[src/uidh_map.vh]
// register map, field positions and reset values of the second serial port
`ifndef UIDH_MAP_VH
`define UIDH_MAP_VH

// bus widths
`define UIDH_ADDR_W 32
`define UIDH_DATA_W 32

// byte addresses
`define UIDH_ADDR_DATA_DIV_LO 32'h50001100
`define UIDH_ADDR_INTR_EN_DIV_HI 32'h50001104
`define UIDH_ADDR_LINE_CTRL 32'h5000110c
`define UIDH_ADDR_EVT_STATUS 32'h50001120
`define UIDH_ADDR_EVT_CLEAR 32'h50001124
`define UIDH_ADDR_EVT_ENABLE 32'h50001128
`define UIDH_ADDR_SRC_VIEW 32'h5000112c

// interrupt enable fields, divisor latch access off
`define UIDH_BIT_RX_AVAIL_EN 0
`define UIDH_BIT_TX_EMPTY_EN 1
`define UIDH_BIT_LINE_STAT_EN 2
`define UIDH_BIT_MODEM_STAT_EN 3
`define UIDH_BIT_PROG_EMPTY_EN 7
`define UIDH_INTR_EN_MASK 8'h8f

// line control field
`define UIDH_BIT_DIV_ACCESS 7

// divisor
`define UIDH_DIV_W 16
`define UIDH_OVERSAMPLE_W 4

// event status bits
`define UIDH_EVT_W 3
`define UIDH_EVT_DIV_LOAD 0
`define UIDH_EVT_PORT_INTR 1
`define UIDH_EVT_RSVD_WRITE 2

// pending source codes, highest priority first
`define UIDH_SRC_W 3
`define UIDH_SRC_NONE 3'h0
`define UIDH_SRC_LINE_STAT 3'h1
`define UIDH_SRC_RX_AVAIL 3'h2
`define UIDH_SRC_CHAR_TMO 3'h3
`define UIDH_SRC_TX_EMPTY 3'h4
`define UIDH_SRC_MODEM_STAT 3'h5

// reset values
`define UIDH_RST_BYTE 8'h00
`define UIDH_RST_WORD 32'h00000000
`define UIDH_RST_EVT 3'h0

`endif

[src/uidh_baud_gen.v]
// baud tick generator: divisor down-counter and sixteen-times oversample count
`timescale 1ns/1ps
`default_nettype none
`include "uidh_map.vh"

module uidh_baud_gen #(
   parameter DIV_W = `UIDH_DIV_W,
   parameter OVS_W = `UIDH_OVERSAMPLE_W
) (
   // clock and reset
   input wire mclk_in,
   input wire rstn_in,
   // divisor
   input wire [DIV_W-1:0] divisor_in,
   input wire restart_in,
   // ticks
   output wire sample_tick_out,
   output wire baud_tick_out,
   output wire running_out
);

   reg [DIV_W-1:0] cnt_ff;
   reg [DIV_W-1:0] nxt_cnt;
   reg [OVS_W-1:0] ovs_ff;
   reg [OVS_W-1:0] nxt_ovs;
   reg sample_ff;
   reg baud_ff;
   wire running;
   wire wrap;

   // an all-zero divisor halts every tick
   assign running = |divisor_in;
   assign wrap = running && (cnt_ff == {DIV_W{1'b0}});

   always @* begin
      nxt_cnt = cnt_ff;
      nxt_ovs = ovs_ff;
      if (restart_in || !running) begin
         // restart so a new divisor never finishes a stale period
         nxt_cnt = {DIV_W{1'b0}};
         nxt_ovs = {OVS_W{1'b0}};
      end else if (wrap) begin
         nxt_cnt = divisor_in - {{(DIV_W-1){1'b0}}, 1'b1};
         nxt_ovs = ovs_ff + {{(OVS_W-1){1'b0}}, 1'b1};
      end else begin
         nxt_cnt = cnt_ff - {{(DIV_W-1){1'b0}}, 1'b1};
      end
   end

   always @(posedge mclk_in) begin
      if (!rstn_in) begin
         cnt_ff <= {DIV_W{1'b0}};
         ovs_ff <= {OVS_W{1'b0}};
         sample_ff <= 1'b0;
         baud_ff <= 1'b0;
      end else begin
         cnt_ff <= nxt_cnt;
         ovs_ff <= nxt_ovs;
         sample_ff <= wrap && !restart_in;
         baud_ff <= wrap && !restart_in && (&ovs_ff);
      end
   end

   assign sample_tick_out = sample_ff;
   assign baud_tick_out = baud_ff;
   assign running_out = running;

endmodule
`default_nettype wire

[src/uidh_ier_dlh.v]
// interrupt enable / divisor high register of the second serial port
`timescale 1ns/1ps
`default_nettype none
`include "uidh_map.vh"

module uidh_ier_dlh #(
   parameter AW = `UIDH_ADDR_W,
   parameter DW = `UIDH_DATA_W
) (
   // clock and reset
   input wire mclk_in,
   input wire rstn_in,
   // register port
   input wire [AW-1:0] addr_in,
   input wire [DW-1:0] wdata_in,
   input wire wr_in,
   input wire rd_in,
   output wire [DW-1:0] rdata_out,
   // interrupt conditions from the port logic
   input wire line_status_cond_in,
   input wire rx_data_avail_cond_in,
   input wire char_timeout_cond_in,
   input wire fifo_en_in,
   input wire tx_holding_empty_cond_in,
   input wire modem_status_cond_in,
   // data path toward the shifters
   input wire [7:0] rx_data_in,
   output wire [7:0] tx_data_out,
   output wire tx_data_wr_out,
   output wire rx_data_rd_out,
   // port control state
   output wire prog_empty_intr_mode_en_out,
   output wire divisor_latch_access_out,
   output wire [`UIDH_DIV_W-1:0] divisor_out,
   output wire sample_tick_out,
   output wire baud_tick_out,
   output wire baud_running_out,
   // interrupts
   output wire [`UIDH_SRC_W-1:0] intr_src_id_out,
   output wire port_intr_out,
   output wire evt_irq_out
);

   // stored state
   reg [7:0] intr_en_ff;
   reg [7:0] div_lo_ff;
   reg [7:0] div_hi_ff;
   reg [7:0] line_control_reg_ff;
   reg [DW-1:0] rdata_ff;
   reg [7:0] tx_data_ff;
   reg tx_wr_ff;
   reg rx_rd_ff;
   reg [`UIDH_SRC_W-1:0] src_id_ff;
   reg port_intr_ff;
   reg [`UIDH_EVT_W-1:0] evt_stat_ff;
   reg [`UIDH_EVT_W-1:0] evt_en_ff;

   // next values
   reg [7:0] nxt_intr_en;
   reg [7:0] nxt_div_lo;
   reg [7:0] nxt_div_hi;
   reg [7:0] nxt_line_control_reg;
   reg [DW-1:0] nxt_rdata;
   reg [`UIDH_SRC_W-1:0] nxt_src_id;
   reg [`UIDH_EVT_W-1:0] nxt_evt_stat;
   reg [`UIDH_EVT_W-1:0] evt_set;

   // decode
   wire sel_data;
   wire sel_intr_en;
   wire sel_lc;
   wire sel_evt_stat;
   wire sel_evt_clr;
   wire sel_evt_en;
   wire sel_view;
   wire div_access;
   wire div_load;
   wire [7:0] wbyte;

   // gated sources
   wire line_stat_req;
   wire rx_avail_req;
   wire char_tmo_req;
   wire tx_empty_req;
   wire modem_stat_req;
   wire any_req;

   assign sel_data = (addr_in == `UIDH_ADDR_DATA_DIV_LO);
   assign sel_intr_en = (addr_in == `UIDH_ADDR_INTR_EN_DIV_HI);
   assign sel_lc = (addr_in == `UIDH_ADDR_LINE_CTRL);
   assign sel_evt_stat = (addr_in == `UIDH_ADDR_EVT_STATUS);
   assign sel_evt_clr = (addr_in == `UIDH_ADDR_EVT_CLEAR);
   assign sel_evt_en = (addr_in == `UIDH_ADDR_EVT_ENABLE);
   assign sel_view = (addr_in == `UIDH_ADDR_SRC_VIEW);
   assign wbyte = wdata_in[7:0];

   assign div_access = line_control_reg_ff[`UIDH_BIT_DIV_ACCESS];
   // any divisor byte write restarts the baud counters
   assign div_load = wr_in && div_access && (sel_data || sel_intr_en);

   // source gating; conditions live outside and are never cleared here
   assign line_stat_req = line_status_cond_in &&
      intr_en_ff[`UIDH_BIT_LINE_STAT_EN];
   assign rx_avail_req = rx_data_avail_cond_in &&
      intr_en_ff[`UIDH_BIT_RX_AVAIL_EN];
   assign char_tmo_req = char_timeout_cond_in && fifo_en_in &&
      intr_en_ff[`UIDH_BIT_RX_AVAIL_EN];
   assign tx_empty_req = tx_holding_empty_cond_in &&
      intr_en_ff[`UIDH_BIT_TX_EMPTY_EN];
   assign modem_stat_req = modem_status_cond_in &&
      intr_en_ff[`UIDH_BIT_MODEM_STAT_EN];
   assign any_req = line_stat_req || rx_avail_req || char_tmo_req ||
      tx_empty_req || modem_stat_req;

   // register writes
   always @* begin
      nxt_intr_en = intr_en_ff;
      nxt_div_lo = div_lo_ff;
      nxt_div_hi = div_hi_ff;
      nxt_line_control_reg = line_control_reg_ff;
      if (wr_in) begin
         if (sel_intr_en && div_access) begin
            nxt_div_hi = wbyte;
         end else if (sel_intr_en) begin
            // bits 6:4 are not stored while they are reserved
            nxt_intr_en = wbyte & `UIDH_INTR_EN_MASK;
         end
         if (sel_data && div_access) begin
            nxt_div_lo = wbyte;
         end
         if (sel_lc) begin
            nxt_line_control_reg = wbyte;
         end
      end
   end

   // priority encode of enabled sources for the identification logic
   always @* begin
      if (line_stat_req) begin
         nxt_src_id = `UIDH_SRC_LINE_STAT;
      end else if (rx_avail_req) begin
         nxt_src_id = `UIDH_SRC_RX_AVAIL;
      end else if (char_tmo_req) begin
         nxt_src_id = `UIDH_SRC_CHAR_TMO;
      end else if (tx_empty_req) begin
         nxt_src_id = `UIDH_SRC_TX_EMPTY;
      end else if (modem_stat_req) begin
         nxt_src_id = `UIDH_SRC_MODEM_STAT;
      end else begin
         nxt_src_id = `UIDH_SRC_NONE;
      end
   end

   // sticky events; a set in the clearing cycle survives
   always @* begin
      evt_set = `UIDH_RST_EVT;
      evt_set[`UIDH_EVT_DIV_LOAD] = div_load;
      evt_set[`UIDH_EVT_PORT_INTR] = any_req && !port_intr_ff;
      evt_set[`UIDH_EVT_RSVD_WRITE] = wr_in && sel_intr_en && !div_access &&
         (|(wbyte & ~`UIDH_INTR_EN_MASK));
      nxt_evt_stat = evt_stat_ff;
      if (wr_in && sel_evt_clr) begin
         nxt_evt_stat = evt_stat_ff & ~wdata_in[`UIDH_EVT_W-1:0];
      end
      nxt_evt_stat = nxt_evt_stat | evt_set;
   end

   // read mux; data stands only in the cycle after the strobe
   always @* begin
      nxt_rdata = `UIDH_RST_WORD;
      if (rd_in) begin
         if (sel_intr_en && div_access) begin
            nxt_rdata[7:0] = div_hi_ff;
         end else if (sel_intr_en) begin
            nxt_rdata[7:0] = intr_en_ff;
         end else if (sel_data && div_access) begin
            nxt_rdata[7:0] = div_lo_ff;
         end else if (sel_data) begin
            nxt_rdata[7:0] = rx_data_in;
         end else if (sel_lc) begin
            nxt_rdata[7:0] = line_control_reg_ff;
         end else if (sel_evt_stat) begin
            nxt_rdata[`UIDH_EVT_W-1:0] = evt_stat_ff;
         end else if (sel_evt_en) begin
            nxt_rdata[`UIDH_EVT_W-1:0] = evt_en_ff;
         end else if (sel_view) begin
            // raw conditions beside the gated view, so masking can be checked
            nxt_rdata[7:0] = {port_intr_ff, src_id_ff, modem_status_cond_in,
               tx_holding_empty_cond_in, rx_data_avail_cond_in,
               line_status_cond_in};
         end
      end
   end

   always @(posedge mclk_in) begin
      if (!rstn_in) begin
         intr_en_ff <= `UIDH_RST_BYTE;
         div_lo_ff <= `UIDH_RST_BYTE;
         div_hi_ff <= `UIDH_RST_BYTE;
         line_control_reg_ff <= `UIDH_RST_BYTE;
         rdata_ff <= `UIDH_RST_WORD;
         tx_data_ff <= `UIDH_RST_BYTE;
         tx_wr_ff <= 1'b0;
         rx_rd_ff <= 1'b0;
         src_id_ff <= `UIDH_SRC_NONE;
         port_intr_ff <= 1'b0;
         evt_stat_ff <= `UIDH_RST_EVT;
         evt_en_ff <= `UIDH_RST_EVT;
      end else begin
         intr_en_ff <= nxt_intr_en;
         div_lo_ff <= nxt_div_lo;
         div_hi_ff <= nxt_div_hi;
         line_control_reg_ff <= nxt_line_control_reg;
         rdata_ff <= nxt_rdata;
         // the data location reaches the shifters only with divisor access off
         if (wr_in && sel_data && !div_access) begin
            tx_data_ff <= wbyte;
         end
         tx_wr_ff <= wr_in && sel_data && !div_access;
         rx_rd_ff <= rd_in && sel_data && !div_access;
         src_id_ff <= nxt_src_id;
         port_intr_ff <= any_req;
         evt_stat_ff <= nxt_evt_stat;
         if (wr_in && sel_evt_en) begin
            evt_en_ff <= wdata_in[`UIDH_EVT_W-1:0];
         end
      end
   end

   uidh_baud_gen #(
      .DIV_W(`UIDH_DIV_W),
      .OVS_W(`UIDH_OVERSAMPLE_W)
   ) u_baud (
      .mclk_in(mclk_in),
      .rstn_in(rstn_in),
      .divisor_in({div_hi_ff, div_lo_ff}),
      .restart_in(div_load),
      .sample_tick_out(sample_tick_out),
      .baud_tick_out(baud_tick_out),
      .running_out(baud_running_out)
   );

   assign rdata_out = rdata_ff;
   assign tx_data_out = tx_data_ff;
   assign tx_data_wr_out = tx_wr_ff;
   assign rx_data_rd_out = rx_rd_ff;
   assign prog_empty_intr_mode_en_out =
      intr_en_ff[`UIDH_BIT_PROG_EMPTY_EN];
   assign divisor_latch_access_out = div_access;
   assign divisor_out = {div_hi_ff, div_lo_ff};
   assign intr_src_id_out = src_id_ff;
   assign port_intr_out = port_intr_ff;
   assign evt_irq_out = |(evt_stat_ff & evt_en_ff);

endmodule
`default_nettype wire

[config.mk]
export PLATFORM = sky130hd
export DESIGN_NAME = uidh_ier_dlh
export DESIGN_NICKNAME = d
export VERILOG_FILES = /design/src/uidh_baud_gen.v /design/src/uidh_ier_dlh.v
export VERILOG_INCLUDE_DIRS = /design/src
export SDC_FILE = /design/constraint.sdc
export NUM_CORES = 1
export LEC_CHECK = 0
export BUFFER_PORTS_ARGS = -buffer_cell sky130_fd_sc_hd__buf_2
export CAP_MARGIN = 20
export CORE_MARGIN = 2
export CORE_UTILIZATION = 30
export DETAILED_ROUTE_END_ITERATION = 10
export GPL_TIMING_DRIVEN = 0
export PLACE_DENSITY = 0.57
export SYNTH_ARGS = -nofsm -noshare
export SYNTH_HDL_FRONTEND = slang
export SYNTH_HIERARCHICAL = 1
export SYNTH_SLANG_ARGS = --single-unit
[constraint.sdc]
create_clock -name mclk_in -period 4.6 [get_ports mclk_in]
set_input_delay 0.23 -clock mclk_in [delete_from_list [all_inputs] [get_ports mclk_in]]
set_output_delay 0.23 -clock mclk_in [all_outputs]
set_load 0.005 [all_outputs]
# Yosys cells after proc, flatten, opt, wreduce, memory -nomap -nowiden
# Cells that the tools add are included.
# Widths: inputs -> output; s select.
dict set report word_totals {
  reg_bits 103
  input_bits 82
  out_inout_bits 68
  word_cells 98
}
dict set report op_classes {
  n_bitwise 6
  n_reduce_logical 46
  addsub 3
  n_eq_ne 7
  n_mux 17
}
# operator n
set op_table {}
lappend op_table {{$eq 32x31->1 const B} 7}
lappend op_table {{$mux 8} 6}
lappend op_table {{$sub 16x1->16 const B} 2}
lappend op_table {{$logic_and 1x1->1} 23}
lappend op_table {{$logic_not 16->1} 1}
lappend op_table {{$mux 16} 1}
lappend op_table {{$reduce_or 16->1} 1}
lappend op_table {{$mux 3} 5}
lappend op_table {{$mux 5} 2}
lappend op_table {{$reduce_and 2->1} 4}
lappend op_table {{$and 3x3->3} 2}
lappend op_table {{$logic_or 1x1->1} 6}
lappend op_table {{$reduce_or 3->1} 2}
lappend op_table {{$add 4x1->4 const B} 1}
lappend op_table {{$logic_not 1->1} 4}
lappend op_table {{$mux 2} 2}
lappend op_table {{$reduce_and 4->1} 1}
lappend op_table {{$reduce_or 2->1} 2}
lappend op_table {{$reduce_or 4->1} 1}
lappend op_table {{$not 3->3} 1}
lappend op_table {{$or 3x3->3} 1}
lappend op_table {{$reduce_and 3->1} 1}
lappend op_table {{$not 1->1} 2}
lappend op_table {{$mux 1} 1}

# Logic depth before layout (Yosys ltp)
# Gate-level depths: netlist of the first run.
dict set report logic_depth {
  ltp_word 9
  mapped_depth 12
  mapped_depth_nobuf 10
}

# By module
# Netlist of the first run, hierarchy kept.
# mod n_inst cells_per_inst area_each_um2 seq_area_each_um2
set by_module_without_submodules {}
lappend by_module_without_submodules {uidh_ier_dlh 1 321 3032.9 1141.1}
lappend by_module_without_submodules {uidh_baud_gen 1 173 1410.1 440.4}

# Least setup slack after synthesis of the first run
# Ideal clock, no wire load.
dict set report synth_path {
  kind {reg2reg}
  start {register u_baud.cnt_ff[1]}
  end {register u_baud.cnt_ff[14]}
  stages_incl_launch_ff 12
  path_slack_ns 1.995
  required_ns 4.479
  path_buffers 2
  arrival_time_ns 2.484
  period_less_slack_ns 2.605
  setup_ns 0.121
  path_cell_list {dfxtp_1 -> or3_4 -> or3_1 -> buf_2 -> nor2_1 -> buf_1 -> a21oi_1 -> ha_1 -> nand3_1 -> nor2_1 -> nand3_1 -> mux2_4}
}
dict set report synth_via {
  elab_chain_cells 3
  word_cells_on_any_way 4
  cone_classes {add/sub: 1; mux: 1; reduce/logical: 2}
}
# item line
set synth_lines {}
lappend synth_lines {{start, declared} uidh_baud_gen.v:22} ;# reg [DIV_W-1:0] cnt_ff;
lappend synth_lines {{start signal, assigned} uidh_baud_gen.v:52} ;# cnt_ff <= {DIV_W{1'b0}};
lappend synth_lines {{start signal, assigned} uidh_baud_gen.v:57} ;# cnt_ff <= nxt_cnt;
lappend synth_lines {{branches (longest 2 deep; another with $sub 16x1->16)} -}
lappend synth_lines {{$mux 16 *} uidh_baud_gen.v:42} ;# end else if (wrap) begin
# Every way passes the cells marked *.
# A chain may end at the register's enable or synchronous reset.

# Worst setup path after layout of the first run
dict set report layout_path {
  start {register u_baud.cnt_ff[7]}
  end {register u_baud.cnt_ff[6]}
}
dict set report layout_via {
  elab_chain_cells 3
}
# item line
set layout_lines {}
lappend layout_lines {{$logic_not 16->1} uidh_baud_gen.v:33} ;# assign wrap = running && (cnt_ff == {DIV_W{1'b0}});
lappend layout_lines {{$logic_and 1x1->1} uidh_baud_gen.v:33}
lappend layout_lines {{$mux 16} uidh_baud_gen.v:42}
# No other way between the ends.

==> results.md, run 1 <==
Run status:
- The run finished with clean final reports.

GRT:
- The initial antenna violation count was 0.
- Entering global routing, the biggest net connects 14 pins.
- The number of global-route vias before repair is 4057.
- After global routing the overflow that remains totals 0.
- In the global route stage, overall resource usage came out at 18.5%.
- The global-route wire length before repair is 22600 µm.

Critical path:
- The startpoint-to-endpoint class of the critical path is register to register.
- The largest individual stage delay along the critical path comes from the cell buf_1.
- Walking the worst path, the cells encountered are nor3_1 -> nand4_1 -> nor2_1 -> buf_1 -> a21oi_1 -> ha_1 -> nand3_1 -> nor2_1 -> a22o_2 -> nand2_1 -> a31oi_1.
- The critical path endpoint category is a register.
- The delay of the slowest cell on the worst path is 0.48 ns.
- The startpoint identified for the worst register-to-register timing path is u_baud/cnt_ff[7].
- The startpoint of the worst setup timing path is u_baud/cnt_ff[7].
- The required time at the endpoint of the critical path is 4.83 ns.
- In this run the worst path has a maximum fanout of 10.
- The data arrival at the endpoint of the critical path is 3.37 ns.
- The worst reg2reg path depth is 11.
- The worst register-to-register path ends at u_baud/cnt_ff[6].
- STA classifies the critical path startpoint as a register.
- In this run the worst setup path terminates at u_baud/cnt_ff[6].
- The register-to-register setup slack is 1.46 ns.
- The cell that appears most often on the critical path is nor2_1.

Layout:
- The finished layout cell area is 5590 µm².
- The count of filler cells inserted in the layout is 1467.
- Summing all multi-input logic gate instances after layout gives 2610 µm².
- The layout overhead on the synthesized area is 25.8%.
- The fraction of layout cells with a size suffix above 1 is 30.8%.
- The antenna cell count is 0.
- The register area is 1580 µm².
- The utilization of the core after routing is 38.6%.
- The final cell count without fillers is 818.
- The count of nets after finishing is 713.

Pwr:
- The sequential fraction of design power is 43.4%.
- The cell internal power dissipation is 0.00122 W.
- The maximum ir drop on the vdd rail is 0.219 mV.
- The cell leakage power is 2.32 nW.
- Net switching is 22.6% of the power.
- The clock network is responsible for 50.0% of the overall power.
- The power per standard cell area is 282 nW/µm².
- In this run the power spent charging and discharging nets is 0.000355 W.
- The part of the power in combinational logic is 6.6%.

Worst hold path:
- The path class of the tightest hold or removal check is primary input to register.

Die:
- In this run the horizontal extent of the chip is 126 µm.
- In this run the core area contains 44 standard-cell rows.
- For this design the top-level I/O count stands at 150.
- The initial standard-cell utilization of the core is 30.7%.
- The floorplan step defined a die boundary enclosing 15800 µm².
- The chip height is 126 µm.
- The floorplan core area is 14500 µm².

Route:
- After detailed routing, the number of vias per cell comes to 5.16.
- The total via count after detailed routing is 4217.
- The remaining antenna violation count is 0.
- The detailed router finished its first iteration with 427 violations.
- The total routed wirelength is 14700 µm.
- The wire length per cell is 18.0 µm.
- The number of iterations in the first detailed-routing pass is 5.
- The remaining routing DRC violations is 0.

Yosys:
- The flip-flop cell with the highest count after synthesis is dfxtp_1.
- The library cell occupying the most area in the post-synthesis netlist is dfxtp_1.
- For this run, asynchronously set or reset flops after synthesis account for 0%.
- Sorting the synthesized cells by area gives the leading types as dfxtp_1 (36%), mux2i_1 (10%), nand2_1 (6.1%).
- The count of warnings emitted by yosys is 6.
- The cell count after synthesis came out at 494.
- The count of different cell masters after synthesis is 76.
- Sequential cells were found to cover 35.6% of the synthesized design area.
- The top-area cell type share of the netlist area is 35.6%.
- Yosys mapped a number of flops with a built-in enable equal to 0.
- The synthesized cell area is 4440 µm².
- The flip-flop and latch count after synthesis is 79.
- The average cell area after synthesis is 8.99 µm².

CTS:
- Hold repair after CTS inserted 0 buffers.
- The root cell of the clock tree is clkbuf_16.
- The H-tree was split into 3 levels.
- TritonCTS built the clock tree.
- The post-CTS resize count is 0.
- The buffers inserted during post-CTS setup optimization is 0.
- The number of sinks handled by clock tree synthesis is 79.
- The number of buffers between clock root and the deepest sink is 2.
- Clock-pin slew was measured on the worst setup and hold paths at 0.06 ns.
- The later pin in the worst-skew pair is clocked with a latency of 0.35 ns.
- The total clock buffers created by CTS is 9.

Timing:
- The post-route fraction of the period consumed by the critical path is 68.2%.
- Setup violations remaining at the end of the flow were counted as 0.
- Measured against its own limit, the worst slew margin works out to 48.4%.
- The measured slew at the worst slew-check pin is 0.768 ns.
- Between clock sinks in the finished design, the worst skew comes to 0.00616 ns.
- Setup repair after global routing left no endpoint under its margin.
- In the final timing run, aggregate negative setup slack is 0 ns.
- Subtracting the final worst setup slack from the clock period gives 3.14 ns.
- The hold violation total from the final report was 0.
- The count of pins over their slew limit is 0.
- Based on the critical path, the design can be clocked at up to 0.319 GHz.

Place:
- The total instance count after detailed placement is 802.
- Once detailed placement completed, the half-perimeter wirelength came to 11100 µm.
- The final weighted congestion of routability-driven global placement is 0.928.
- The count of buffers inserted at the top-level ports is 101.
- The instance area after placement is 5270 µm².

Job:
- The max capacitance violation total is 0.
kinds of logic after synthesis:
kind of cell    Yosys count  synth area share (%)
buf+inv                  55                  7.58
fa+ha+maj                 2                 0.563
mux                      61                  14.3
flops                    79                  35.6
compound gates           81                  13.0
other cells               1                0.0844
simple gates            207                  27.4
xor+xnor                  8                  1.58
cell usage after synthesis, drive strengths merged, types with 7 or more instances:
| master | n |
|---|---|
| o211ai | 7 |
| nand2 | 72 |
| o21ai | 11 |
| mux2 | 16 |
| nor3 | 24 |
| a21oi | 22 |
| clkbuf | 11 |
| buf | 36 |
| inv | 8 |
| or4 | 9 |
| mux2i | 45 |
| dfxtp | 79 |
| nor4 | 18 |
| nand4 | 7 |
| nand3 | 14 |
| nor2 | 32 |
placed cells by master (no fill, tap or decap), types with 7 or more instances in the layout:
cell type | netlist | final
clkbuf_1 | 11 | 12
buf_2 | 6 | 107
nor3_1 | 18 | 18
o21ai_0 | 10 | 10
mux2i_1 | 45 | 45
a21oi_1 | 21 | 21
mux2_2 | 13 | 13
nand3_1 | 13 | 13
nor2_1 | 32 | 32
o211ai_1 | 7 | 7
clkbuf_16 | 0 | 9
nor4_1 | 13 | 13
conb_1 | 1 | 24
buf_4 | 26 | 26
inv_1 | 7 | 7
nand2_1 | 72 | 72
dfxtp_1 | 79 | 79
layout make-up:
class | instances | area share, %
multi-input combinational | 383 | 46.7
clock inverter | 5 | 1.46
clock buffer | 11 | 4.34
tap | 184 | 4.12
sequential | 79 | 28.3
buffer | 47 | 5.44
inverter | 8 | 0.582
timing repair buffer | 101 | 9.04
flip-flops by register name (all words and copies together), names as in the netlist:
register                count
line_control_reg_ff         8
u_baud/sample_tick_out      1
port_intr_out               1
tx_data_wr_out              1
rdata_out                   8
intr_src_id_out             3
rx_data_rd_out              1
u_baud/cnt_ff              16
div_lo_ff                   8
evt_stat_ff                 3
u_baud/baud_tick_out        1
intr_en_ff                  5
evt_en_ff                   3
u_baud/ovs_ff               4
tx_data_out                 8
div_hi_ff                   8
per-layer routing:
layer	wire (µm)	track usage [%]	vias to the layer above
met5	0	0	-
met4	173	4.05	0
met3	877	5.31	15
met2	6950	30.1	164
met1	6740	24.4	2008
li1	-	-	2030
stage by stage:
| step | worst slack, ns | power, W | hold WS, ns |
|---|---|---|---|
| final | 1.46 | 0.00157 | 0.221 |
| after global placement | 1.48 | 0.000800 | 0.437 |
| after detailed placement | 1.52 | 0.000801 | 0.433 |
| after floorplan | 1.99 | 0.000752 | 0.403 |
| after CTS | 1.51 | 0.00159 | 0.214 |
| after global routing | 1.25 | 0.00163 | 0.228 |
worst min-delay path by stage:
stage	startpoint	endpoint	slack [ns]	depth (start not counted)
2_1_floorplan	rstn_in	u_baud/sample_tick_out	0.40	2
3_3_place_gp	u_baud/ovs_ff[3]	u_baud/baud_tick_out	0.44	2
3_5_place_dp	u_baud/ovs_ff[3]	u_baud/baud_tick_out	0.43	2
4_1_cts	wdata_in[1]	evt_stat_ff[1]	0.21	4
5_1_grt	wdata_in[1]	evt_stat_ff[1]	0.23	4
6_report	wdata_in[1]	evt_stat_ff[1]	0.22	4
critical path: cells and delay by family (launching register included):
family	cells	cell delay [ns]
AND/OR/NAND/NOR	6	1.42
buffers and inverters	1	0.48
AO/OA/AOI/OAI	3	0.46
flip-flops	1	0.37
adder cells (fa/ha/maj)	1	0.28
power groups by stage:
| stage | logic (W) | clock network (W) | registers (W) |
|---|---|---|---|
| floorplan | 0.0000524 | 0 | 0.000699 |
| global placement | 0.000101 | 0 | 0.000699 |
| detailed placement | 0.000101 | 0 | 0.000699 |
| CTS | 0.000102 | 0.000806 | 0.000684 |
| global route | 0.000112 | 0.000831 | 0.000684 |
| finish | 0.000104 | 0.000787 | 0.000684 |
Power figures use the tool's default switching activity.
==> inputs of run 2 (changes only) <==
--- a/config.mk
+++ b/config.mk
@@ -6,6 +6,7 @@
 export SDC_FILE = /design/constraint.sdc
 export NUM_CORES = 1
 export LEC_CHECK = 0
+export ABC_AREA = 1
 export BUFFER_PORTS_ARGS = -buffer_cell sky130_fd_sc_hd__buf_2
 export CAP_MARGIN = 20
 export CORE_MARGIN = 2
==> constraint.sdc (replaced) <==
create_clock -name mclk_in -period 3.2 [get_ports mclk_in]
set_input_delay 0.16 -clock mclk_in [delete_from_list [all_inputs] [get_ports mclk_in]]
set_output_delay 0.16 -clock mclk_in [all_outputs]
set_load 0.005 [all_outputs]
==> run 2 against run 1 <==
Compared with the run above: total power rose by 52%; wire length fell by 3.6%; area after synthesis rose by 8.9%; final cell count rose by 31%; largest cell class unchanged; register-to-register slack got worse by 0.63 ns.
==> results.md, run 2 <==
Run status:
- The flow ran to the end, and the final reports show no timing, DRC or antenna violations.

Die:
- The width of the die came to 131 µm (+4.2%).
- The initial standard-cell utilization of the core is 30.6% (-0.12 points).
- The area of the die is 17200 µm² (+8.6%).
- The floorplan core area came to 15800 µm² (+9.3%).
- The row count came to 46 (+4.5%).
- The chip height is 131 µm (+4.2%).
- The number of ports placed on the die boundary is 150 (unchanged).

CTS:
- The total clock buffers created by CTS is 9 (unchanged).
- The number of levels in the clock H-tree is 3 (unchanged).
- In this run the clock root is driven by a clkbuf_16.
- TritonCTS built the clock tree.
- The clock transition at the registers of the reported paths is 0.06 ns (about the same).
- The buffers inserted during post-CTS setup optimization is 0 (unchanged).
- The number of buffers between clock root and the deepest sink was 2 (unchanged).
- The cts-stage hold buffer count is 0 (unchanged).
- The number of sinks handled by clock tree synthesis is 79 (unchanged).
- The clock network latency to the later pin of the worst-skew pair is 0.35 ns (about the same).
- The post-CTS resize count came to 0 (unchanged).

Route:
- The remaining routing DRC violations was 0 (unchanged).
- The total routed wirelength is 14200 µm (-3.6%).
- The wire length per cell is 13.3 µm (-26%).
- The total via count after detailed routing is 4664 (+11%).
- The mean number of vias per cell is 4.37 (-15%).
- The DRC violation total after the first TritonRoute iteration is 276 (-35%).
- The number of iterations in the first detailed-routing pass is 4 (-1).
- The remaining antenna violation count is 0 (unchanged).

Yosys:
- The cell count after synthesis is 713 (+44%).
- The number of synthesized flops with an enable pin is 0 (unchanged).
- The flip-flop and latch count after synthesis is 79 (unchanged).
- The average cell area after synthesis is 6.79 µm² (-25%).
- The most used flip-flop cell after synthesis is dfxtp_1.
- In the synthesized netlist, the cells that appear most often are nand2_1 (148), nor2_1 (104), inv_1 (102).
- The synthesized cell area is 4840 µm² (+8.9%).
- The share of flip-flops with an asynchronous set or reset after synthesis is 0% (unchanged).
- The count of warnings emitted by yosys was 6 (unchanged).
- Ranked by total cell area, the synthesized netlist is headed by dfxtp_1 (33%), nand2_1 (11%), nor2_1 (8.1%).
- The synthesized design spends more area on one cell type than any other, namely dfxtp_1.
- The count of different cell masters after synthesis is 38 (-50%).
- The portion of the post-synthesis area used by sequential elements is 32.7% (-2.9 points).
- The top-area cell type share of the netlist area came to 32.7% (-2.9 points).
- The most repeated cell in the gate-level netlist after synthesis is nand2_1.

Critical path:
- STA classifies the critical path startpoint as a register.
- The destination of the worst register-to-register timing path is u_baud/cnt_ff[14].
- The register-to-register setup slack was 0.83 ns (-0.63 ns).
- The startpoint-to-endpoint class of the critical path is register to register.
- The data arrival at the endpoint of the critical path was 2.61 ns (-0.76 ns).
- STA classifies the critical path endpoint as a register.
- The beginning of the worst register-to-register path is div_hi_ff[7].
- The highest net fanout along the worst path is 6 (-4).
- The required time at the endpoint of the critical path came to 3.44 ns (-1.39 ns).
- The worst reg2reg path depth is 15 (+4).

Pwr:
- The maximum ir drop on the vdd rail is 0.296 mV (+35%).
- The cell leakage power was 3.09 nW (+33%).
- The power per standard cell area is 395 nW/µm² (+40%).

Place:
- The half-perimeter wire length of the detailed placement result was 11400 µm (+2.3%).
- The total instance count after detailed placement is 1052 (+31%).
- The instance area after placement is 5700 µm² (+8.2%).
- The final weighted congestion of routability-driven global placement is 0.866 (-6.6%).
- The post-placement setup slack is 0.666 ns (-0.856 ns).
- The count of buffers inserted at the top-level ports was 100 (-0.99%).

Timing:
- The hold violation total from the final report is 0 (unchanged).
- The setup slack after layout is 0.831 ns (-0.634 ns).
- The count of pins over their slew limit is 0 (unchanged).
- The final clock skew is 0.0105 ns (+0.00430 ns).
- The clock period minus final worst setup slack is 2.37 ns (-0.766 ns).
- The post-route worst hold slack was 0.151 ns (-0.0704 ns).
- The post-route fraction of the period consumed by the critical path was 74.0% (+5.9 points).
- The upper clock frequency limit came to 0.422 GHz (+32%).
- Setup repair after global routing left no endpoint under its margin.
- The total of endpoints with negative setup slack in the final report came to 0 (unchanged).
- The aggregate negative setup slack is 0 ns (unchanged).
- The normalized max-slew margin is 50.3% (+1.9 points).
- The measured slew at the worst slew-check pin is 0.745 ns (-0.0226 ns).

Worst hold path:
- The worst hold path belongs to the class primary input to register.
- The startpoint of the lowest-slack hold path is wdata_in[5].
- For hold timing, the worst endpoint is line_control_reg_ff[5].
- The cell depth of the worst min-delay path came to 3 (-1).

Layout:
- The commonest non-fill, non-tap cell in the layout is nand2_1.
- The count of nets after finishing is 931 (+31%).
- The register name with the most flops is u_baud/cnt_ff.
- The finished layout cell area is 6070 µm² (+8.6%).
- The flip-flop count of the largest register after layout is 16 (unchanged).
- The register area is 1580 µm² (unchanged).
- The count of filler cells inserted in the layout came to 1720 (+17%).
- The antenna cell count was 0 (unchanged).
- The final cell count without fillers is 1068 (+31%).
- The footprint of the multi-input gates is 2610 µm² (-0.19%).
- The fraction of layout cells with a size suffix above 1 came to 27.6% (-3.2 points).
- In the layout the commonest cells are nand2_1 (148), buf_2 (106), nor2_1 (104).
- The area growth from synthesis to layout is 25.4%.

GRT:
- The global-route wire length before repair came to 22600 µm (-0.18%).
- The initial antenna violation count is 0 (unchanged).
- The pin count of the biggest net entering global routing is 14 (unchanged).
- The number of global-route vias before repair was 4356 (+7.4%).
- The total global routing overflow is 0 (unchanged).
- The total routing resource utilization after global routing is 17.3% (-1.2 points).

Job:
- The max capacitance violation total was 0 (unchanged).
==> run 2: cell types whose count changed in the layout (fill, tap and decap cells not counted), sizes merged, moves of 21 or more <==
cell and delta:
inv +107, o21ai +21, mux2i -45, nor2 +91, nand3 +40, a211oi +23, nand2 +94
==> run 2: report_power, final <==
group | switching [W] | internal, W | leakage (nW)
clock | 0.000417 | 0.000864 | 0.180
combinational | 0.0000784 | 0.0000557 | 2.27
sequential | 0.0000000000000892 | 0.000983 | 0.636
==> run 2: worst max-delay path by stage <==
stage	depth (start not counted)	to	startpoint	slack, ns
4_1_cts	15	u_baud/cnt_ff[14]	div_hi_ff[3]	0.85
3_3_place_gp	17	u_baud/cnt_ff[4]	addr_in[17]	0.68
3_5_place_dp	17	u_baud/ovs_ff[1]	addr_in[25]	0.67
2_1_floorplan	16	u_baud/cnt_ff[4]	addr_in[14]	1.28
5_1_grt	15	u_baud/cnt_ff[10]	div_hi_ff[7]	0.62
6_report	15	u_baud/cnt_ff[14]	div_hi_ff[7]	0.83
==> run 2: area by class of cell <==
class,count,area share (%)
Inverter,117,7.26
Timing Repair Buffer,100,8.25
Tap cell,216,4.45
Sequential cell,79,26.1
Buffer,41,4.89
Clock buffer,11,4.00
Multi-Input combinational cell,499,43.0
Clock inverter,5,2.12
==> run 2: per-stage QoR <==
| stage | util [%] | total power (W) |
|---|---|---|
| global placement | 36.0 | 0.00114 |
| finish | 38.3 | 0.00240 |
| floorplan | - | 0.00107 |
| global route | 38.3 | 0.00249 |
| CTS | 38.3 | 0.00243 |
| detailed placement | 36.0 | 0.00114 |
==> run 2: cell families (layout without fill, tap and decap cells) <==
family	count (synthesis)	after routing	share of synthesized area (%)
AOI/OAI and AO/OA	106	106	15.4
adders and majority gates	2	2	0.517
buffers and inverters	158	274	15.2
DFF	79	79	32.7
other	1	24	0.0775
and+or+nand+nor	367	367	36.1
==> run 2: layer usage <==
| metal | vias up | GRT usage (%) | part of all wire (%) | wire (µm) |
|---|---|---|---|---|
| met5 | - | 0 | 0 | 0 |
| met4 | 0 | 5.07 | 1.2 | 165 |
| met3 | 14 | 3.95 | 5.0 | 713 |
| met2 | 113 | 27.0 | 44 | 6250 |
| met1 | 2056 | 23.9 | 50 | 7080 |
| li1 | 2481 | - | - | - |
==> run 2: critical path: stages, from the launching register on <==
cell,delay (ns)
dfxtp_1,0.37
nor2_1,0.13
nand2_1,0.06
nor2_1,0.17
nand2_2,0.14
nand2_2,0.14
nand2_1,0.08
nand2_1,0.19
ha_1,0.23
nand3_2,0.12
nor2_4,0.14
nand2_1,0.11
nor2_2,0.19
nand3_1,0.10
nand2_1,0.07
nor2_1,0.04
==> inputs of run 3 (changes only) <==
--- a/config.mk
+++ b/config.mk
@@ -6,7 +6,7 @@
 export SDC_FILE = /design/constraint.sdc
 export NUM_CORES = 1
 export LEC_CHECK = 0
-export ABC_AREA = 1
+export ABC_AREA = 0
 export BUFFER_PORTS_ARGS = -buffer_cell sky130_fd_sc_hd__buf_2
 export CAP_MARGIN = 20
 export CORE_MARGIN = 2
==> constraint.sdc (replaced) <==
create_clock -name mclk_in -period 2.2 [get_ports mclk_in]
set_input_delay 0.11 -clock mclk_in [delete_from_list [all_inputs] [get_ports mclk_in]]
set_output_delay 0.11 -clock mclk_in [all_outputs]
set_load 0.005 [all_outputs]
==> run 3 against run 2 <==
Compared with the run above: the run now ends with setup timing left; sequential cell count is the same; combinational power grew 61%; highest routed layer unchanged; clock power grew 36%; final cell count shrank 21%.
==> results.md, run 3 (synthesized netlist as in run 1, its figures left out) <==
Timing:
- The normalized max-slew margin came to 46.5% (-3.8 points).
- The measured slew at the worst slew-check pin is 0.795 ns (+0.0503 ns).
- The total of endpoints with negative setup slack in the final report is 5 (+5).
- The count of pins over their slew limit is 0 (unchanged).
- The hold violation total from the final report is 0 (unchanged).
- The upper clock frequency limit is 0.435 GHz (+3.1%).
- The final clock skew is 0.00774 ns (-0.00272 ns).
- The clock period minus final worst setup slack is 2.30 ns (-0.0706 ns).
- The post-route worst hold slack is 0.105 ns (-0.0455 ns).
- Setup repair after global routing could not meet its margin everywhere.
- The setup slack after layout is -0.0983 ns (-0.929 ns).
- The post-route fraction of the period consumed by the critical path is 104% (+30 points).

Layout:
- The register name with the most flops is u_baud/cnt_ff.
- The fraction of layout cells with a size suffix above 1 is 39.9% (+12 points).
- The commonest non-fill, non-tap cell in the layout is buf_2.
- The utilization of the core after routing came to 41.9% (+3.6 points).
- The area growth from synthesis to layout is 36.7%.
- The final cell count without fillers came to 848 (-21%).
- The count of nets after finishing was 744 (-20%).
- In the layout the commonest cells are buf_2 (105), nand2_1 (72), dfxtp_1 (61).
- The finished layout cell area is 6070 µm² (about the same).
- The antenna cell count is 0 (unchanged).
- The flip-flop count of the largest register after layout is 16 (unchanged).
- The count of filler cells inserted in the layout came to 1427 (-17%).

Route:
- The remaining routing DRC violations was 0 (unchanged).
- The wire length per cell is 17.9 µm (+34%).
- The number of iterations in the first detailed-routing pass is 5 (+1).
- The mean number of vias per cell is 5.16 (+18%).
- The total via count after detailed routing is 4379 (-6.1%).
- The total routed wirelength came to 15200 µm (+6.7%).
- The DRC violation total after the first TritonRoute iteration is 340 (+23%).
- The remaining antenna violation count is 0 (unchanged).

Pwr:
- The sequential fraction of design power is 42.2% (+1.2 points).
- The cell leakage power came to 2.55 nW (-18%).
- The switching part of the total is 22.1% (+1.4 points).
- The cell internal power dissipation was 0.00263 W (+38%).
- The power per standard cell area is 556 nW/µm² (+41%).
- The net switching power is 0.000745 W (+50%).
- The maximum ir drop on the vdd rail is 0.405 mV (+37%).
- The relative contribution of the clock network to total power is 51.4% (-2.0 points).
- The part of the power in combinational logic is 6.4% (+0.8 points).
- The sum of internal, switching and leakage power is 0.00337 W (+41%).

Worst hold path:
- For hold timing, the worst endpoint is intr_src_id_out[0].
- The path class of the tightest hold or removal check is primary input to register.
- The cell depth of the worst min-delay path is 3 (unchanged).
- The startpoint of the lowest-slack hold path is line_status_cond_in.

Critical path:
- The register-to-register setup slack is -0.1 ns (-0.93 ns).
- The startpoint identified for the worst register-to-register timing path is u_baud/cnt_ff[0].
- The signal on the critical path passes through or3_4 -> or3_1 -> buf_6 -> nor2_4 -> a21oi_2 -> ha_2 -> nand3_4 -> nor2_1 -> nand3_1 -> mux2_4.
- The largest individual stage delay along the critical path comes from the cell or3_4.
- The highest net fanout along the worst path was 6 (unchanged).
- The worst setup path is captured at a register.
- The delay of the slowest cell on the worst path is 0.38 ns (about the same).
- The worst register-to-register path ends at u_baud/cnt_ff[14].
- The top cell family by delay on the critical path is simple AND/OR/NAND/NOR gates.
- The worst reg2reg path depth is 10 (-5).
- The required time at the endpoint of the critical path came to 2.43 ns (-1.01 ns).
- The number of buffers and inverters on the critical path is 1 (+1).
- The data arrival at the endpoint of the critical path came to 2.53 ns (-0.08 ns).
- The startpoint-to-endpoint class of the critical path is register to register.
- The worst setup path is launched from a register.

Place:
- The final weighted congestion of routability-driven global placement came to 0.907 (+4.7%).
- The count of buffers inserted at the top-level ports is 101 (+1.0%).
- The instance area after placement came to 5300 µm² (-6.9%).
- The half-perimeter wire length of the detailed placement result is 11300 µm (-0.37%).
- The total instance count after detailed placement is 802 (-24%).

Die:
- The number of ports placed on the die boundary came to 150 (unchanged).
- The width of the die was 126 µm (-4.0%).
- The initial standard-cell utilization of the core is 30.7% (+0.12 points).
- The area of the die was 15800 µm² (-7.9%).
- The row count is 44 (-4.3%).
- The chip height is 126 µm (-4.0%).
- The floorplan core area is 14500 µm² (-8.5%).

GRT:
- The total global routing overflow is 0 (unchanged).
- The total routing resource utilization after global routing came to 18.8% (+1.4 points).
- The number of global-route vias before repair was 4185 (-3.9%).
- The pin count of the biggest net entering global routing came to 15 (+1).
- The global-route wire length before repair is 22900 µm (+1.7%).
- The initial antenna violation count was 0 (unchanged).

CTS:
- The total clock buffers created by CTS came to 9 (unchanged).
- The number of levels in the clock H-tree was 3 (unchanged).
- The root cell of the clock tree is clkbuf_16.
- The clock tree from TritonCTS is built.
- The number of sinks handled by clock tree synthesis is 79 (unchanged).
- The clock transition at the registers of the reported paths is 0.06 ns (about the same).
- The number of buffers between clock root and the deepest sink came to 2 (unchanged).
- The clock network latency to the later pin of the worst-skew pair is 0.34 ns (about the same).

Job:
- The max capacitance violation total is 0 (unchanged).

Run status:
- The checks that failed: setup timing.
- The flow ran to the end, but the final reports show violations.
## run 3: worst min-delay path, cell delays in order
cell,delay (ns)
buf_2,0.12
nand2_1,0.11
a21oi_1,0.07
## run 3: metrics by stage
| step | setup slack, ns | TNS (ns) |
|---|---|---|
| CTS | -0.117 | -0.302 |
| detailed placement | -0.478 | -7.23 |
| finish | -0.0983 | -0.324 |
| global route | -0.144 | -0.652 |
| floorplan | -0.0941 | -0.208 |
| global placement | -0.439 | -6.67 |
## run 3: what timing repair did
item,CTS,global route
setup endpoints to repair,20,10
hold buffers,0,0
pin swaps,10,13
resized for setup,36,21
buffers inserted,19,16
## run 3: worst max path at each step
stage	startpoint	endpoint	cells after the start
2_1_floorplan	u_baud/cnt_ff[0]	u_baud/cnt_ff[14]	11
3_3_place_gp	line_control_reg_ff[7]	u_baud/cnt_ff[3]	9
3_5_place_dp	line_control_reg_ff[7]	u_baud/ovs_ff[2]	9
4_1_cts	u_baud/cnt_ff[0]	u_baud/cnt_ff[14]	11
5_1_grt	u_baud/cnt_ff[0]	u_baud/cnt_ff[14]	10
6_report	u_baud/cnt_ff[0]	u_baud/cnt_ff[14]	10
## run 3: power by group through the flow
stage	Combinational [W]	Clock [W]	Sequential, W
6_report	0.000216	0.00174	0.00142
5_1_grt	0.000234	0.00183	0.00142
4_1_cts	0.000214	0.00178	0.00142
3_5_place_dp	0.000213	0	0.00146
3_3_place_gp	0.000211	0	0.00146
2_1_floorplan	0.000109	0	0.00146
## run 3: layout make-up
type	instances	area [µm²]	share of cell area, %
Multi-Input combinational cell	383	2760	45.4
Sequential cell	79	1620	26.7
Timing Repair Buffer	134	768	12.7
Buffer	45	320	5.28
Tap cell	184	230	3.79
Clock buffer	9	225	3.71
Clock inverter	6	116	1.92
Inverter	8	37.5	0.618
## run 3: per-layer routing
| metal | share of wire, % | vias to the layer above | GRT usage [%] | wire length [µm] |
|---|---|---|---|---|
| met5 | 0 | - | 0 | 0 |
| met4 | 1.5 | 0 | 4.71 | 224 |
| met3 | 5.4 | 21 | 4.76 | 817 |
| met2 | 50 | 174 | 31.6 | 7540 |
| met1 | 43 | 2086 | 24.1 | 6580 |
| li1 | - | 2098 | - | - |
